## src/rpscn_pkg.sv

```systemverilog
// How it works
// - Port reads of pins marked analog return zero whatever the pin voltage.
// - Analog pin set as output feeds its own driven level to the converter.
// - Any enabled change-notify input changing state raises a request, 21 inputs.
// - Each change-notify input has its own enable bit.
// - Each change-notify input has its own weak pull-up control bit.
// - Up to 16 remappable pins, each known by its number.
// - Each peripheral input has a 5-bit field choosing its feeding pin.
// - Fourteen selectable peripheral inputs: irqs, timer clocks, captures, fault, UART, SPI.
// - Each pin has a 5-bit output field; zero leaves default port logic.
// - Codes 00011, 00100, 00111 route UART transmit, UART RTS, SPI data out.
// - Codes 01000 and 01001 route SPI clock out and SPI select out.
// - Codes 10010 and 10011 route compare outputs one and two.
// - While locked, map writes complete but leave contents unchanged.
// - Lock changes only after keys 0x46 then 0x57 to oscillator control.
// - Lock holds until rewritten; it is not re-armed after one write.
// - Shadow copies check the map; any difference raises a mismatch reset.
// - With one-way set, a set lock cannot be cleared again until reset.
// - One-way defaults set; cleared it allows unlimited unlock sessions.
// - Direction bit one means input; all pins reset as inputs.
// - Input code 11111 ties to ground, 00000 to 01111 pick a pin; reset all ones.
package rpscn_pkg;
  localparam int          NUM_RPIN      = 16;
  localparam int          NUM_CN        = 21;
  localparam int          NUM_CN_LOW    = 16;
  localparam int          SEL_W         = 5;
  localparam int          NUM_PIN_IN    = 14;
  localparam logic [4:0]  SEL_GROUND    = 5'h1F;
  localparam logic [4:0]  SEL_NULL      = 5'h00;
  localparam logic [4:0]  OUT_UART_TX   = 5'h03;
  localparam logic [4:0]  OUT_UART_RTS  = 5'h04;
  localparam logic [4:0]  OUT_SPI_DATA  = 5'h07;
  localparam logic [4:0]  OUT_SPI_CLK   = 5'h08;
  localparam logic [4:0]  OUT_SPI_SEL   = 5'h09;
  localparam logic [4:0]  OUT_CMP_ONE   = 5'h12;
  localparam logic [4:0]  OUT_CMP_TWO   = 5'h13;
  localparam logic [7:0]  UNLOCK_KEY_A  = 8'h46;
  localparam logic [7:0]  UNLOCK_KEY_B  = 8'h57;
  localparam int          LOCK_BIT      = 6;
  localparam logic        LOCK_RESET    = 1'h0;
  localparam logic        DIR_INPUT     = 1'h1;
  localparam int          IDX_EXT_IRQ_ONE      = 0;
  localparam int          IDX_EXT_IRQ_TWO      = 1;
  localparam int          IDX_TIMER_B_CLOCK    = 2;
  localparam int          IDX_TIMER_C_CLOCK    = 3;
  localparam int          IDX_CAPTURE_ONE      = 4;
  localparam int          IDX_CAPTURE_TWO      = 5;
  localparam int          IDX_CAPTURE_SEVEN    = 6;
  localparam int          IDX_CAPTURE_EIGHT    = 7;
  localparam int          IDX_COMPARE_FAULT    = 8;
  localparam int          IDX_UART_RECEIVE     = 9;
  localparam int          IDX_UART_CTS         = 10;
  localparam int          IDX_SPI_DATA_IN      = 11;
  localparam int          IDX_SPI_CLOCK_IN     = 12;
  localparam int          IDX_SPI_SELECT_IN    = 13;
  typedef enum logic [1:0] {KEY_IDLE, KEY_FIRST, KEY_SECOND} rpscn_key_t;
endpackage

```

## src/rpscn_lock_if.sv

```systemverilog
`timescale 1ns/1ps
interface rpscn_lock_if;
  logic       oscWrEn;
  logic [7:0] oscWrData;
  logic       otherWrEn;
  logic       lock;
  modport ctrl   (output oscWrEn, output oscWrData, output otherWrEn, input lock);
  modport keeper (input oscWrEn, input oscWrData, input otherWrEn, output lock);
endinterface

```

## src/rpscn_sync.sv

```systemverilog
`timescale 1ns/1ps
module rpscn_sync #(
  parameter int WIDTH = 16
) (
  input  wire logic             sys_clk,
  input  wire logic             reset,
  input  wire logic [WIDTH-1:0] asyncIn,
  output logic      [WIDTH-1:0] syncOut
);
  logic [WIDTH-1:0] stageOne_reg;
  logic [WIDTH-1:0] stageOne_next;
  logic [WIDTH-1:0] stageTwo_reg;
  logic [WIDTH-1:0] stageTwo_next;

  always_comb
  begin
    stageOne_next = asyncIn;
    stageTwo_next = stageOne_reg;
  end

  always_ff @(posedge sys_clk)
  begin
    if (reset)
    begin
      stageOne_reg <= '0;
      stageTwo_reg <= '0;
    end
    else
    begin
      stageOne_reg <= stageOne_next;
      stageTwo_reg <= stageTwo_next;
    end
  end

  assign syncOut = stageTwo_reg;
endmodule

```

## src/rpscn_unlock.sv

```systemverilog
`timescale 1ns/1ps
module rpscn_unlock (
  input  wire logic    sys_clk,
  input  wire logic    reset,
  input  wire logic    oneWayLockCfg,
  rpscn_lock_if.keeper lk
);
  rpscn_pkg::rpscn_key_t keyState_reg;
  rpscn_pkg::rpscn_key_t keyState_next;
  logic                  lock_reg;
  logic                  lock_next;
  logic                  oneWay_reg;
  logic                  oneWay_next;
  logic                  strapTaken_reg;
  logic                  strapTaken_next;

  always_comb
  begin
    keyState_next   = keyState_reg;
    lock_next       = lock_reg;
    strapTaken_next = 1'b1;
    oneWay_next     = strapTaken_reg ? oneWay_reg : oneWayLockCfg;
    if (lk.otherWrEn)
      keyState_next = rpscn_pkg::KEY_IDLE;
    else if (lk.oscWrEn)
    begin
      case (keyState_reg)
        rpscn_pkg::KEY_IDLE:
          keyState_next = (lk.oscWrData == rpscn_pkg::UNLOCK_KEY_A) ? rpscn_pkg::KEY_FIRST : rpscn_pkg::KEY_IDLE;
        rpscn_pkg::KEY_FIRST:
          keyState_next = (lk.oscWrData == rpscn_pkg::UNLOCK_KEY_B) ? rpscn_pkg::KEY_SECOND : rpscn_pkg::KEY_IDLE;
        rpscn_pkg::KEY_SECOND:
        begin
          keyState_next = rpscn_pkg::KEY_IDLE;
          if (!(oneWay_reg && lock_reg))
            lock_next = lk.oscWrData[rpscn_pkg::LOCK_BIT];
        end
        default:
          keyState_next = rpscn_pkg::KEY_IDLE;
      endcase
    end
  end

  always_ff @(posedge sys_clk)
  begin
    if (reset)
    begin
      keyState_reg   <= rpscn_pkg::KEY_IDLE;
      lock_reg       <= rpscn_pkg::LOCK_RESET;
      oneWay_reg     <= 1'b1;
      strapTaken_reg <= 1'b0;
    end
    else
    begin
      keyState_reg   <= keyState_next;
      lock_reg       <= lock_next;
      oneWay_reg     <= oneWay_next;
      strapTaken_reg <= strapTaken_next;
    end
  end

  assign lk.lock = lock_reg;
endmodule

```

## src/rpscn_top.sv

```systemverilog
`timescale 1ns/1ps
module rpscn_top #(
  parameter int NUM_RPIN = rpscn_pkg::NUM_RPIN,
  parameter int NUM_CN   = rpscn_pkg::NUM_CN
) (
  input  wire logic                 sys_clk,
  input  wire logic                 reset,
  input  wire logic [NUM_RPIN-1:0]  padIn,
  output logic      [NUM_RPIN-1:0]  padOut,
  output logic      [NUM_RPIN-1:0]  padOutEn,
  input  wire logic [NUM_RPIN-1:0]  portLatch,
  input  wire logic                 dirWrEn,
  input  wire logic [NUM_RPIN-1:0]  dirWrData,
  output logic      [NUM_RPIN-1:0]  pinDirection,
  input  wire logic [NUM_RPIN-1:0]  analogPinConfig,
  output logic      [NUM_RPIN-1:0]  portRead,
  output logic      [NUM_RPIN-1:0]  converterIn,
  input  wire logic [NUM_CN-1:0]    changeNotifyIn,
  input  wire logic [15:0]          notifyEnableLow,
  input  wire logic [NUM_CN-17:0]   notifyEnableHigh,
  input  wire logic [15:0]          pullupEnableLow,
  input  wire logic [NUM_CN-17:0]   pullupEnableHigh,
  output logic      [NUM_CN-1:0]    pullupOn,
  output logic                      changeNotifyReq,
  input  wire logic                 mapWrEn,
  input  wire logic                 mapWrOutput,
  input  wire logic [4:0]           mapWrIndex,
  input  wire logic [4:0]           mapWrData,
  input  wire logic                 mapRdOutput,
  input  wire logic [4:0]           mapRdIndex,
  output logic      [4:0]           mapRdData,
  input  wire logic                 oscWrEn,
  input  wire logic [7:0]           oscWrData,
  input  wire logic                 otherWrEn,
  input  wire logic                 oneWayLockCfg,
  output logic                      mapLock,
  output logic                      mismatchReset,
  input  wire logic                 uartTransmitOut,
  input  wire logic                 uartRtsOut,
  input  wire logic                 spiDataOut,
  input  wire logic                 spiClockOut,
  input  wire logic                 spiSelectOut,
  input  wire logic                 compareOutOne,
  input  wire logic                 compareOutTwo,
  output logic [rpscn_pkg::NUM_PIN_IN-1:0] peripheralIn
);
  localparam int NI = rpscn_pkg::NUM_PIN_IN;

  if (NUM_RPIN < 1 || NUM_RPIN > rpscn_pkg::NUM_RPIN || NUM_CN != rpscn_pkg::NUM_CN)
  begin
    $error("Unsupported pin or notify count.");
  end

  logic [NUM_RPIN-1:0] padSync;
  logic [NUM_CN-1:0]   cnSync;

  rpscn_sync #(.WIDTH(NUM_RPIN)) padSyncer (
    .sys_clk (sys_clk),
    .reset   (reset),
    .asyncIn (padIn),
    .syncOut (padSync)
  );

  rpscn_sync #(.WIDTH(NUM_CN)) cnSyncer (
    .sys_clk (sys_clk),
    .reset   (reset),
    .asyncIn (changeNotifyIn),
    .syncOut (cnSync)
  );

  rpscn_lock_if lockBus ();

  assign lockBus.oscWrEn   = oscWrEn;
  assign lockBus.oscWrData = oscWrData;
  assign lockBus.otherWrEn = otherWrEn | mapWrEn | dirWrEn;

  rpscn_unlock unlocker (
    .sys_clk       (sys_clk),
    .reset         (reset),
    .oneWayLockCfg (oneWayLockCfg),
    .lk            (lockBus.keeper)
  );

  // Mapping registers and their shadow copies.
  logic [4:0] inMap_reg     [NI];
  logic [4:0] inMap_next    [NI];
  logic [4:0] inShadow_reg  [NI];
  logic [4:0] outMap_reg    [NUM_RPIN];
  logic [4:0] outMap_next   [NUM_RPIN];
  logic [4:0] outShadow_reg [NUM_RPIN];
  logic       mismatch;

  always_comb
  begin
    mismatch = 1'b0;
    for (int i = 0; i < NI; i++)
    begin
      inMap_next[i] = inMap_reg[i];
      if (mapWrEn && !lockBus.lock && !mapWrOutput && mapWrIndex == 5'(i))
        inMap_next[i] = mapWrData;
      mismatch = mismatch | (inMap_reg[i] != inShadow_reg[i]);
    end
    for (int p = 0; p < NUM_RPIN; p++)
    begin
      outMap_next[p] = outMap_reg[p];
      if (mapWrEn && !lockBus.lock && mapWrOutput && mapWrIndex == 5'(p))
        outMap_next[p] = mapWrData;
      mismatch = mismatch | (outMap_reg[p] != outShadow_reg[p]);
    end
  end

  always_ff @(posedge sys_clk)
  begin
    for (int i = 0; i < NI; i++)
    begin
      inMap_reg[i]    <= reset ? rpscn_pkg::SEL_GROUND : inMap_next[i];
      inShadow_reg[i] <= reset ? rpscn_pkg::SEL_GROUND : inMap_next[i];
    end
    for (int p = 0; p < NUM_RPIN; p++)
    begin
      outMap_reg[p]    <= reset ? rpscn_pkg::SEL_NULL : outMap_next[p];
      outShadow_reg[p] <= reset ? rpscn_pkg::SEL_NULL : outMap_next[p];
    end
  end

  // Peripheral input selection.
  logic [NI-1:0] periphIn_next;
  logic [NI-1:0] periphIn_reg;

  always_comb
  begin
    for (int i = 0; i < NI; i++)
    begin
      periphIn_next[i] = 1'b0;
      if (inMap_reg[i] < 5'(NUM_RPIN))
        periphIn_next[i] = padSync[inMap_reg[i][3:0]];
    end
  end

  // Pin output selection, direction, reads and converter feed.
  logic [NUM_RPIN-1:0] padOut_reg;
  logic [NUM_RPIN-1:0] padOut_next;
  logic [NUM_RPIN-1:0] padOutEn_reg;
  logic [NUM_RPIN-1:0] padOutEn_next;
  logic [NUM_RPIN-1:0] dir_reg;
  logic [NUM_RPIN-1:0] dir_next;
  logic [NUM_RPIN-1:0] portRead_reg;
  logic [NUM_RPIN-1:0] portRead_next;
  logic [NUM_RPIN-1:0] conv_reg;
  logic [NUM_RPIN-1:0] conv_next;
  logic [4:0]          mapRd_reg;
  logic [4:0]          mapRd_next;

  always_comb
  begin
    dir_next = dirWrEn ? dirWrData : dir_reg;
    for (int p = 0; p < NUM_RPIN; p++)
    begin
      padOutEn_next[p] = 1'b1;
      case (outMap_reg[p])
        rpscn_pkg::SEL_NULL:
        begin
          padOut_next[p]   = portLatch[p];
          padOutEn_next[p] = dir_reg[p] != rpscn_pkg::DIR_INPUT;
        end
        rpscn_pkg::OUT_UART_TX:  padOut_next[p] = uartTransmitOut;
        rpscn_pkg::OUT_UART_RTS: padOut_next[p] = uartRtsOut;
        rpscn_pkg::OUT_SPI_DATA: padOut_next[p] = spiDataOut;
        rpscn_pkg::OUT_SPI_CLK:  padOut_next[p] = spiClockOut;
        rpscn_pkg::OUT_SPI_SEL:  padOut_next[p] = spiSelectOut;
        rpscn_pkg::OUT_CMP_ONE:  padOut_next[p] = compareOutOne;
        rpscn_pkg::OUT_CMP_TWO:  padOut_next[p] = compareOutTwo;
        default:
        begin
          padOut_next[p]   = 1'b0;
          padOutEn_next[p] = 1'b0;
        end
      endcase
      portRead_next[p] = analogPinConfig[p] ? 1'b0 : padSync[p];
      conv_next[p]     = (dir_reg[p] == rpscn_pkg::DIR_INPUT) ? padSync[p] : padOut_reg[p];
    end
    mapRd_next = rpscn_pkg::SEL_NULL;
    if (mapRdOutput && mapRdIndex < 5'(NUM_RPIN))
      mapRd_next = outMap_reg[mapRdIndex[3:0]];
    else if (!mapRdOutput && mapRdIndex < 5'(NI))
      mapRd_next = inMap_reg[mapRdIndex[3:0]];
  end

  always_ff @(posedge sys_clk)
  begin
    if (reset)
    begin
      padOut_reg   <= '0;
      padOutEn_reg <= '0;
      dir_reg      <= '1;
      portRead_reg <= '0;
      conv_reg     <= '0;
      periphIn_reg <= '0;
      mapRd_reg    <= rpscn_pkg::SEL_NULL;
    end
    else
    begin
      padOut_reg   <= padOut_next;
      padOutEn_reg <= padOutEn_next;
      dir_reg      <= dir_next;
      portRead_reg <= portRead_next;
      conv_reg     <= conv_next;
      periphIn_reg <= periphIn_next;
      mapRd_reg    <= mapRd_next;
    end
  end

  // Change notification and pull-ups.
  logic [NUM_CN-1:0] cnPrev_reg;
  logic [NUM_CN-1:0] cnEnable;
  logic [NUM_CN-1:0] pullup_reg;
  logic [NUM_CN-1:0] pullup_next;
  logic              cnReq_reg;
  logic              cnReq_next;
  logic [2:0]        cnSettle_reg;
  logic [2:0]        cnSettle_next;
  logic              mismatch_reg;

  always_comb
  begin
    cnEnable    = {notifyEnableHigh, notifyEnableLow};
    pullup_next = {pullupEnableHigh, pullupEnableLow};
    // Changes are ignored until the synchronisers and the previous sample hold real levels after reset.
    cnSettle_next = {cnSettle_reg[1:0], 1'b1};
    cnReq_next    = cnSettle_reg[2] & (|((cnSync ^ cnPrev_reg) & cnEnable));
  end

  always_ff @(posedge sys_clk)
  begin
    if (reset)
    begin
      cnPrev_reg   <= '0;
      pullup_reg   <= '0;
      cnReq_reg    <= 1'b0;
      cnSettle_reg <= '0;
      mismatch_reg <= 1'b0;
    end
    else
    begin
      cnPrev_reg   <= cnSync;
      pullup_reg   <= pullup_next;
      cnReq_reg    <= cnReq_next;
      cnSettle_reg <= cnSettle_next;
      mismatch_reg <= mismatch;
    end
  end

  assign padOut          = padOut_reg;
  assign padOutEn        = padOutEn_reg;
  assign pinDirection    = dir_reg;
  assign portRead        = portRead_reg;
  assign converterIn     = conv_reg;
  assign pullupOn        = pullup_reg;
  assign changeNotifyReq = cnReq_reg;
  assign mapRdData       = mapRd_reg;
  assign mapLock         = lockBus.lock;
  assign mismatchReset   = mismatch_reg;
  assign peripheralIn    = periphIn_reg;
endmodule

```

## config.mk

```make
export PLATFORM = sky130hd
export DESIGN_NAME = rpscn_top
export DESIGN_NICKNAME = d
export VERILOG_FILES = /design/src/rpscn_pkg.sv /design/src/rpscn_lock_if.sv /design/src/rpscn_sync.sv /design/src/rpscn_unlock.sv /design/src/rpscn_top.sv
export SDC_FILE = /design/constraint.sdc
export NUM_CORES = 1
export LEC_CHECK = 0
export BUFFER_PORTS_ARGS = -buffer_cell sky130_fd_sc_hd__buf_2
export CAP_MARGIN = 10
export CORE_MARGIN = 2
export CORE_UTILIZATION = 35
export CTS_CLUSTER_SIZE = 40
export DETAILED_ROUTE_END_ITERATION = 7
export SYNTH_ARGS = -nofsm -noshare
export SYNTH_HDL_FRONTEND = slang
export SYNTH_SLANG_ARGS = --single-unit
```

## constraint.sdc

```tcl
create_clock -name sys_clk -period 1.85 [get_ports sys_clk]
set_clock_uncertainty 0.05 [all_clocks]
set_input_delay 0.0925 -clock sys_clk [delete_from_list [all_inputs] [get_ports sys_clk]]
set_output_delay 0.0925 -clock sys_clk [all_outputs]
set_load 0.005 [all_outputs]
```

==> impl_results.md, run 1 <==
* First-pass DRT Iterations at 6
* Antenna violations before repair at 6
* Global-route wire length before repair at 94.4 mm
* Max_slew headroom at 58.6%
* Total die area at 52200 um2
* Max clock buf depth at 3
* Initial Util at 35.3%
* Async SR Flop Fraction at 0%
* Worst path slowest cell: mux4_2
* Critical path startpoint category: flop
* Global route overflow at 0
* Most used cell, CP: mux4_2
* Yosys warnings at 0
* Final GP Congestion at 0.948
* Fin. Hold Viols at 0
* Fmax at 568 MHz
* Setup WS pre-CTS at -0.0429 ns
* Leakage at 9.82 nW
* Max-Cap Viols at 0
* Layout Nets at 2405
* CP delay by family, top: multiplexers
* Max FFs per register at 48
* Final worst-path cycle share at 95.2%
* Syn Inst Count at 1801
* Avg Vias per Cell at 5.31
* Site row count at 82
* Cell area power density at 830 nW/um2
* Number of I/O pins at 289
* Critical path depth in cells at 3
* DRC Markers at 0
* Clk_lat worst skew at 0.60 ns
* Layout area overhead at 32.1%
* Worst-path clk slew at 0.06 ns
* Setup ws final at 0.0883 ns
* Setup CP Type: reg2reg
* Final core occ at 46.7%
* Worst EP arrival at 2.16 ns
* WL final at 62.8 mm
* Post-DRT Antenna Nets at 0
* Clock Tree Root: clkbuf_16
* Crit. End Element: flop
* Syn nets at 1967
* Number of synthesized register bits at 373
* Distinct cell type count after synthesis at 68
* DP HPWL at 44.0 mm
* H-tree depth at 2
* Final min period at 1.76 ns
* Clk sinks at 373
* Worst reg-to-reg path cell count at 3
* Post-synth EDFFs at 0
* Maximum vdd drop at 0.593 mV
* Hold Crit Class: in2reg
* Flop2flop setup slack at 0.09 ns
* Routed vias at 15700
* GR Util All Layers at 23.5%
* TritonCTS Buffers at 43
* Max-slew violations at 0
* Port Buf Inserts at 287
* Die Y at 229 um
* Mean routed wirelength per cell at 21.3 um
* Required time of the critical path at 2.25 ns
* Run status: complete, no violations
* CP bufs+invs at 0
* Die X at 229 um
* CP startpoint: padSyncer.syncOut[5]
* Share of cells above drive strength 1 at 29.4%
* R2R Path End: peripheralIn[10]
* Crit-path max FO at 16
* Finish-stage setup viols at 0
* Worst Max-Slew Pin Slew at 0.622 ns
* Synthesized area per cell at 9.80 um2
* Core area at 50000 um2
* Largest net degree at the start of global routing at 143
* Top FF cell, synth: dfxtp_1
* Filler cell count in the final layout at 4649
* Worst setup path end: peripheralIn[10]
* Clock tree from TritonCTS: built
* Crit-path max cell delay at 0.52 ns
* Vias in the first global route at 15300
* Critical Path, Cell by Cell: mux4_2 > mux4_2 > nor3b_1
* Initial DRC Count at 1484
* Cell area after synthesis at 17700 um2
* Worst Hold Margin at 0.0427 ns
* Reg2reg start: padSyncer.syncOut[5]
* Sequential fraction of the synthesis area at 42.3%
==> worst min path at each step <==
stage | slack [ns] | end | from | cells past startpoint
after floorplan | 0.12 | portRead[0] | analogPinConfig[0] | 1
after global placement | 0.21 | portRead[7] | analogPinConfig[7] | 2
after detailed placement | 0.21 | portRead[13] | analogPinConfig[13] | 2
after CTS | 0.01 | mapRdData[1] | mapRdIndex[4] | 4
after global routing | 0.04 | inMap_reg[3][1] | mapWrIndex[0] | 5
final | 0.04 | mapRdData[2] | mapRdIndex[4] | 5
==> logic make-up after synthesis <==
logic type | Yosys count | synth area share, %
AOI/OAI and AO/OA | 219 | 8.01
other | 1 | 0.0212
muxes | 267 | 22.3
and+or+nand+nor | 727 | 21.8
buffers and inverters | 190 | 4.32
DFF | 373 | 42.3
xor gates and xnor gates | 24 | 1.19
==> worst register-to-register path, cell delays in order, from the launching register on <==
cell,delay [ns]
dfxtp_2,0.44
mux4_2,0.52
mux4_2,0.46
nor3b_1,0.15
==> final cells by class <==
cell class | instances | area, um2 | area share, %
Sequential cell | 373 | 7510 | 32.2
Multi-Input combinational cell | 1238 | 9430 | 40.4
Antenna cell | 2 | 5.00 | 0.0215
Clock inverter | 25 | 354 | 1.52
Tap cell | 672 | 841 | 3.61
Timing Repair Buffer | 565 | 3930 | 16.9
Inverter | 18 | 70.1 | 0.300
Clock buffer | 55 | 1180 | 5.06
==> through the flow <==
stage	instances	TNS, ns	instance area, um2	power, mW
after floorplan	1801	0	17700	9.38
after global placement	2727	-0.0163	20300	10.2
after detailed placement	2727	-0.263	20300	10.2
after CTS	2939	0	23200	19.5
after global routing	2946	-0.00839	23300	20.0
final	2948	0	23300	19.4
==> cell usage after synthesis (all sizes together), types with 8 or more instances <==
cell | number | area share [%]
a21oi | 71 | 2.0
a22oi | 18 | 0.77
a2bb2oi | 15 | 0.74
a31oi | 10 | 0.35
buf | 31 | 0.93
clkbuf | 141 | 3.0
dfxtp | 373 | 42
inv | 18 | 0.38
mux2i | 159 | 9.0
mux4 | 101 | 13
nand2 | 169 | 3.6
nand2b | 22 | 0.78
nand3 | 127 | 3.7
nand3b | 22 | 0.94
nor2 | 134 | 2.9
nor2b | 153 | 5.4
nor3 | 21 | 0.71
nor3b | 36 | 1.6
nor4 | 9 | 0.74
o211ai | 8 | 0.34
o21ai | 42 | 1.2
xor2 | 24 | 1.2
==> report_power, final <==
| group | total (mW) | leakage (nW) | switching, mW | internal (mW) |
|---|---|---|---|---|
| Combinational | 1.79 | 6.03 | 0.886 | 0.903 |
| Sequential | 8.46 | 3.05 | 0.208 | 8.25 |
| Clock | 9.11 | 0.745 | 3.67 | 5.43 |
==> what timing repair did <==
action                                  CTS  global route
buffers inserted                          0             6
pin swaps                                 0             4
hold buffers                            132             7
endpoints found under the setup margin   14            26
resized for setup                        16            20
endpoints found under the hold margin   129             2
gates cloned                              0             0
==> layout by cell type (no fill, tap or decap), types with 6 or more instances in the layout <==
cell type / Yosys / routed
a21oi_1: 71 / 70
a22o_1: 7 / 7
a22oi_1: 18 / 18
a2bb2oi_1: 15 / 15
a31oi_1: 10 / 10
and3_1: 7 / 7
buf_2: 17 / 286
buf_4: 7 / 139
bufinv_16: 0 / 6
clkbuf_1: 140 / 6
clkbuf_16: 0 / 43
clkbuf_8: 0 / 7
clkinv_2: 0 / 11
dfxtp_1: 373 / 342
dfxtp_2: 0 / 31
dlygate4sd3_1: 0 / 133
inv_1: 17 / 17
mux2_2: 7 / 7
mux2i_1: 159 / 159
mux4_2: 101 / 101
nand2_1: 168 / 168
nand2b_1: 22 / 22
nand3_1: 126 / 125
nand3b_1: 22 / 22
nor2_1: 132 / 132
nor2b_1: 153 / 153
nor3_1: 17 / 17
nor3b_1: 35 / 35
o211ai_1: 8 / 8
o21ai_0: 42 / 42
o22ai_1: 7 / 7
xor2_1: 24 / 24
==> per-layer routing <==
layer / GRT usage (%) / vias to the layer above / wire [um]
met5: 0 / - / 45
met4: 9.76 / 8 / 2460
met3: 4.49 / 135 / 4640
met2: 39.8 / 681 / 30200
met1: 29.2 / 7575 / 25500
li1: - / 7267 / -
(Power assumes the default switching activity.)
==> run 2: changes to the inputs <==
--- a/config.mk
+++ b/config.mk
@@ -7,7 +7,7 @@
 export LEC_CHECK = 0
 export BUFFER_PORTS_ARGS = -buffer_cell sky130_fd_sc_hd__buf_2
 export CAP_MARGIN = 10
-export CORE_MARGIN = 2
+export CORE_MARGIN = 8
 export CORE_UTILIZATION = 35
 export CTS_CLUSTER_SIZE = 40
 export DETAILED_ROUTE_END_ITERATION = 7
==> impl_results.md, run 2 (synthesis results as in run 1) <==
* Run status: complete, but fails checks
* Failing checks: setup timing
* Core area at 50000 um2
* Fmax at 537 MHz
* Post-DRT Antenna Nets at 0
* Setup CP Type: reg2reg
* Critical path startpoint category: flop
* Global-route wire length before repair at 96.6 mm
* Worst-path clk slew at 0.06 ns
* Commonest non-fill, non-tap cells in the layout: dfxtp_1, buf_2, nand2_1, mux2i_1, nor2b_1
* Crit-path max cell delay at 0.44 ns
* Total die area at 57900 um2
* Crit-path max FO at 5
* Die Y at 241 um
* TritonCTS Buffers at 43
* Avg Vias per Cell at 5.30
* Most common cell after layout, fill and taps aside: dfxtp_1
* Worst path slowest cell: or3b_4
* Routed vias at 15700
* Max FFs per register at 48
* Mean routed wirelength per cell at 22.0 um
* Max-slew violations at 0
* Layout Nets at 2415
* Final GP Congestion at 0.915
* Vias in the first global route at 15700
* Crit. End Element: flop
* Worst Max-Slew Pin Slew at 0.547 ns
* Die X at 241 um
* Number of I/O pins at 289
* Filler cell count in the final layout at 4589
* Unrepaired setup endpoints after global routing: true
* Critical Path, Cell by Cell: or3b_4 > nor4_4 > buf_12 > nand3_4 > mux2i_2 > nand2_1
* Maximum vdd drop at 0.662 mV
* Global route overflow at 0
* Overall Power at 19.3 mW
* Clk sinks at 373
* Max clock buf depth at 3
* Initial DRC Count at 1195
* Antenna violations before repair at 6
* Max-Cap Viols at 0
* DP HPWL at 45.9 mm
* Final core occ at 47.0%
* Largest net degree at the start of global routing at 105
* Worst EP arrival at 2.26 ns
* Setup ws final at -0.0131 ns
* Max_slew headroom at 63.6%
* Hold Crit Class: in2reg
* Final min period at 1.86 ns
* Design area at 23500 um2
* Site row count at 82
* Dpl cell area at 20500 um2
* Sequential cell area at 7510 um2
* Leakage at 9.90 nW
* Finish-stage setup viols at 1
* Fin. Hold Viols at 0
* Layout area overhead at 32.9%
* Port Buf Inserts at 287
* Required time of the critical path at 2.24 ns
* Share of cells above drive strength 1 at 30.0%
* WL final at 65.0 mm
* Clk_lat worst skew at 0.59 ns
* Clock Tree Root: clkbuf_16
* Final worst-path cycle share at 101%
* First-pass DRT Iterations at 5
* Clock tree from TritonCTS: built
* Cell area power density at 823 nW/um2
* DRC Markers at 0
* Area of the multi-input gates at 9440 um2
* H-tree depth at 2
* Initial Util at 35.3%
* GR Util All Layers at 21.8%
[run 2: cell types whose count changed in the layout (fill, tap and decap cells not counted), sizes merged]
| cell | previous run | this run |
|---|---|---|
| clkinv | 14 | 9 |
| buf | 431 | 444 |
| clkinvlp | 4 | 2 |
| dlygate4sd3 | 133 | 128 |
| bufinv | 6 | 5 |
| clkbuf | 56 | 63 |
[run 2: metrics by stage]
step	setup WS (ns)	setup TNS, ns	std cells	hold WS [ns]
after floorplan	0.115	0	1801	0.118
after global placement	0.0136	0	2742	0.207
after detailed placement	-0.0328	-0.153	2742	0.206
after CTS	0.00102	0	2946	0.00458
after global routing	-0.0688	-0.209	2953	0.0217
final	-0.0131	-0.0131	2955	0.0361
[run 2: per-layer routing]
| metal | wire (um) | up-vias | track usage, % |
|---|---|---|---|
| met1 | 26300 | 7533 | 27.2 |
| li1 | - | 7279 | - |
| met5 | 22 | - | 0 |
| met4 | 2950 | 4 | 10.6 |
| met2 | 30700 | 692 | 35.7 |
| met3 | 5080 | 142 | 4.48 |
[run 2: area by class of cell]
class                   instances  share of cell area (%)
flip-flops and latches        373                    32.0
inverters                      18                   0.299
multi-input cells            1238                    40.2
clock buffers                  60                    5.42
repair buffers                575                    17.4
well taps                     672                    3.58
clock inverters                17                    1.01
diodes                          2                  0.0213
[run 2: final timing paths]
path	cells after the start	endpoint	slack [ns]	startpoint
max reg2reg	6	inMap_reg[3][0]	-0.01	unlocker.lk.lock
max	6	inMap_reg[3][0]	-0.01	unlocker.lk.lock
min	3	mapRdData[2]	0.04	mapRdIndex[3]
min reg2reg	1	cnSyncer.syncOut[6]	0.38	cnSyncer.stageOne_reg[6]
[run 2: worst max-delay path, delay by kind of cell (launching register included)]
kind / cells / cell delay [ns]
muxes: 1 / 0.22
DFF: 1 / 0.34
buffers and inverters: 1 / 0.18
and+or+nand+nor: 4 / 0.93
[run 2: repair_timing]
action / 4_1_cts / 5_1_grt
hold buffers: 127 / 3
pin swaps: 0 / 2
setup buffers: 0 / 4
setup endpoints to repair: 14 / 33
cloned: 0 / 2
endpoints found under the hold margin: 134 / 2
gates resized for setup: 17 / 23
[run 2: power by group]
group	internal, mW	total (mW)	switching, mW	leakage, nW
Combinational	0.913	1.81	0.901	6.11
Sequential	8.25	8.45	0.200	3.05
Clock	5.50	9.04	3.54	0.741
Total	14.7	19.3	4.64	9.90
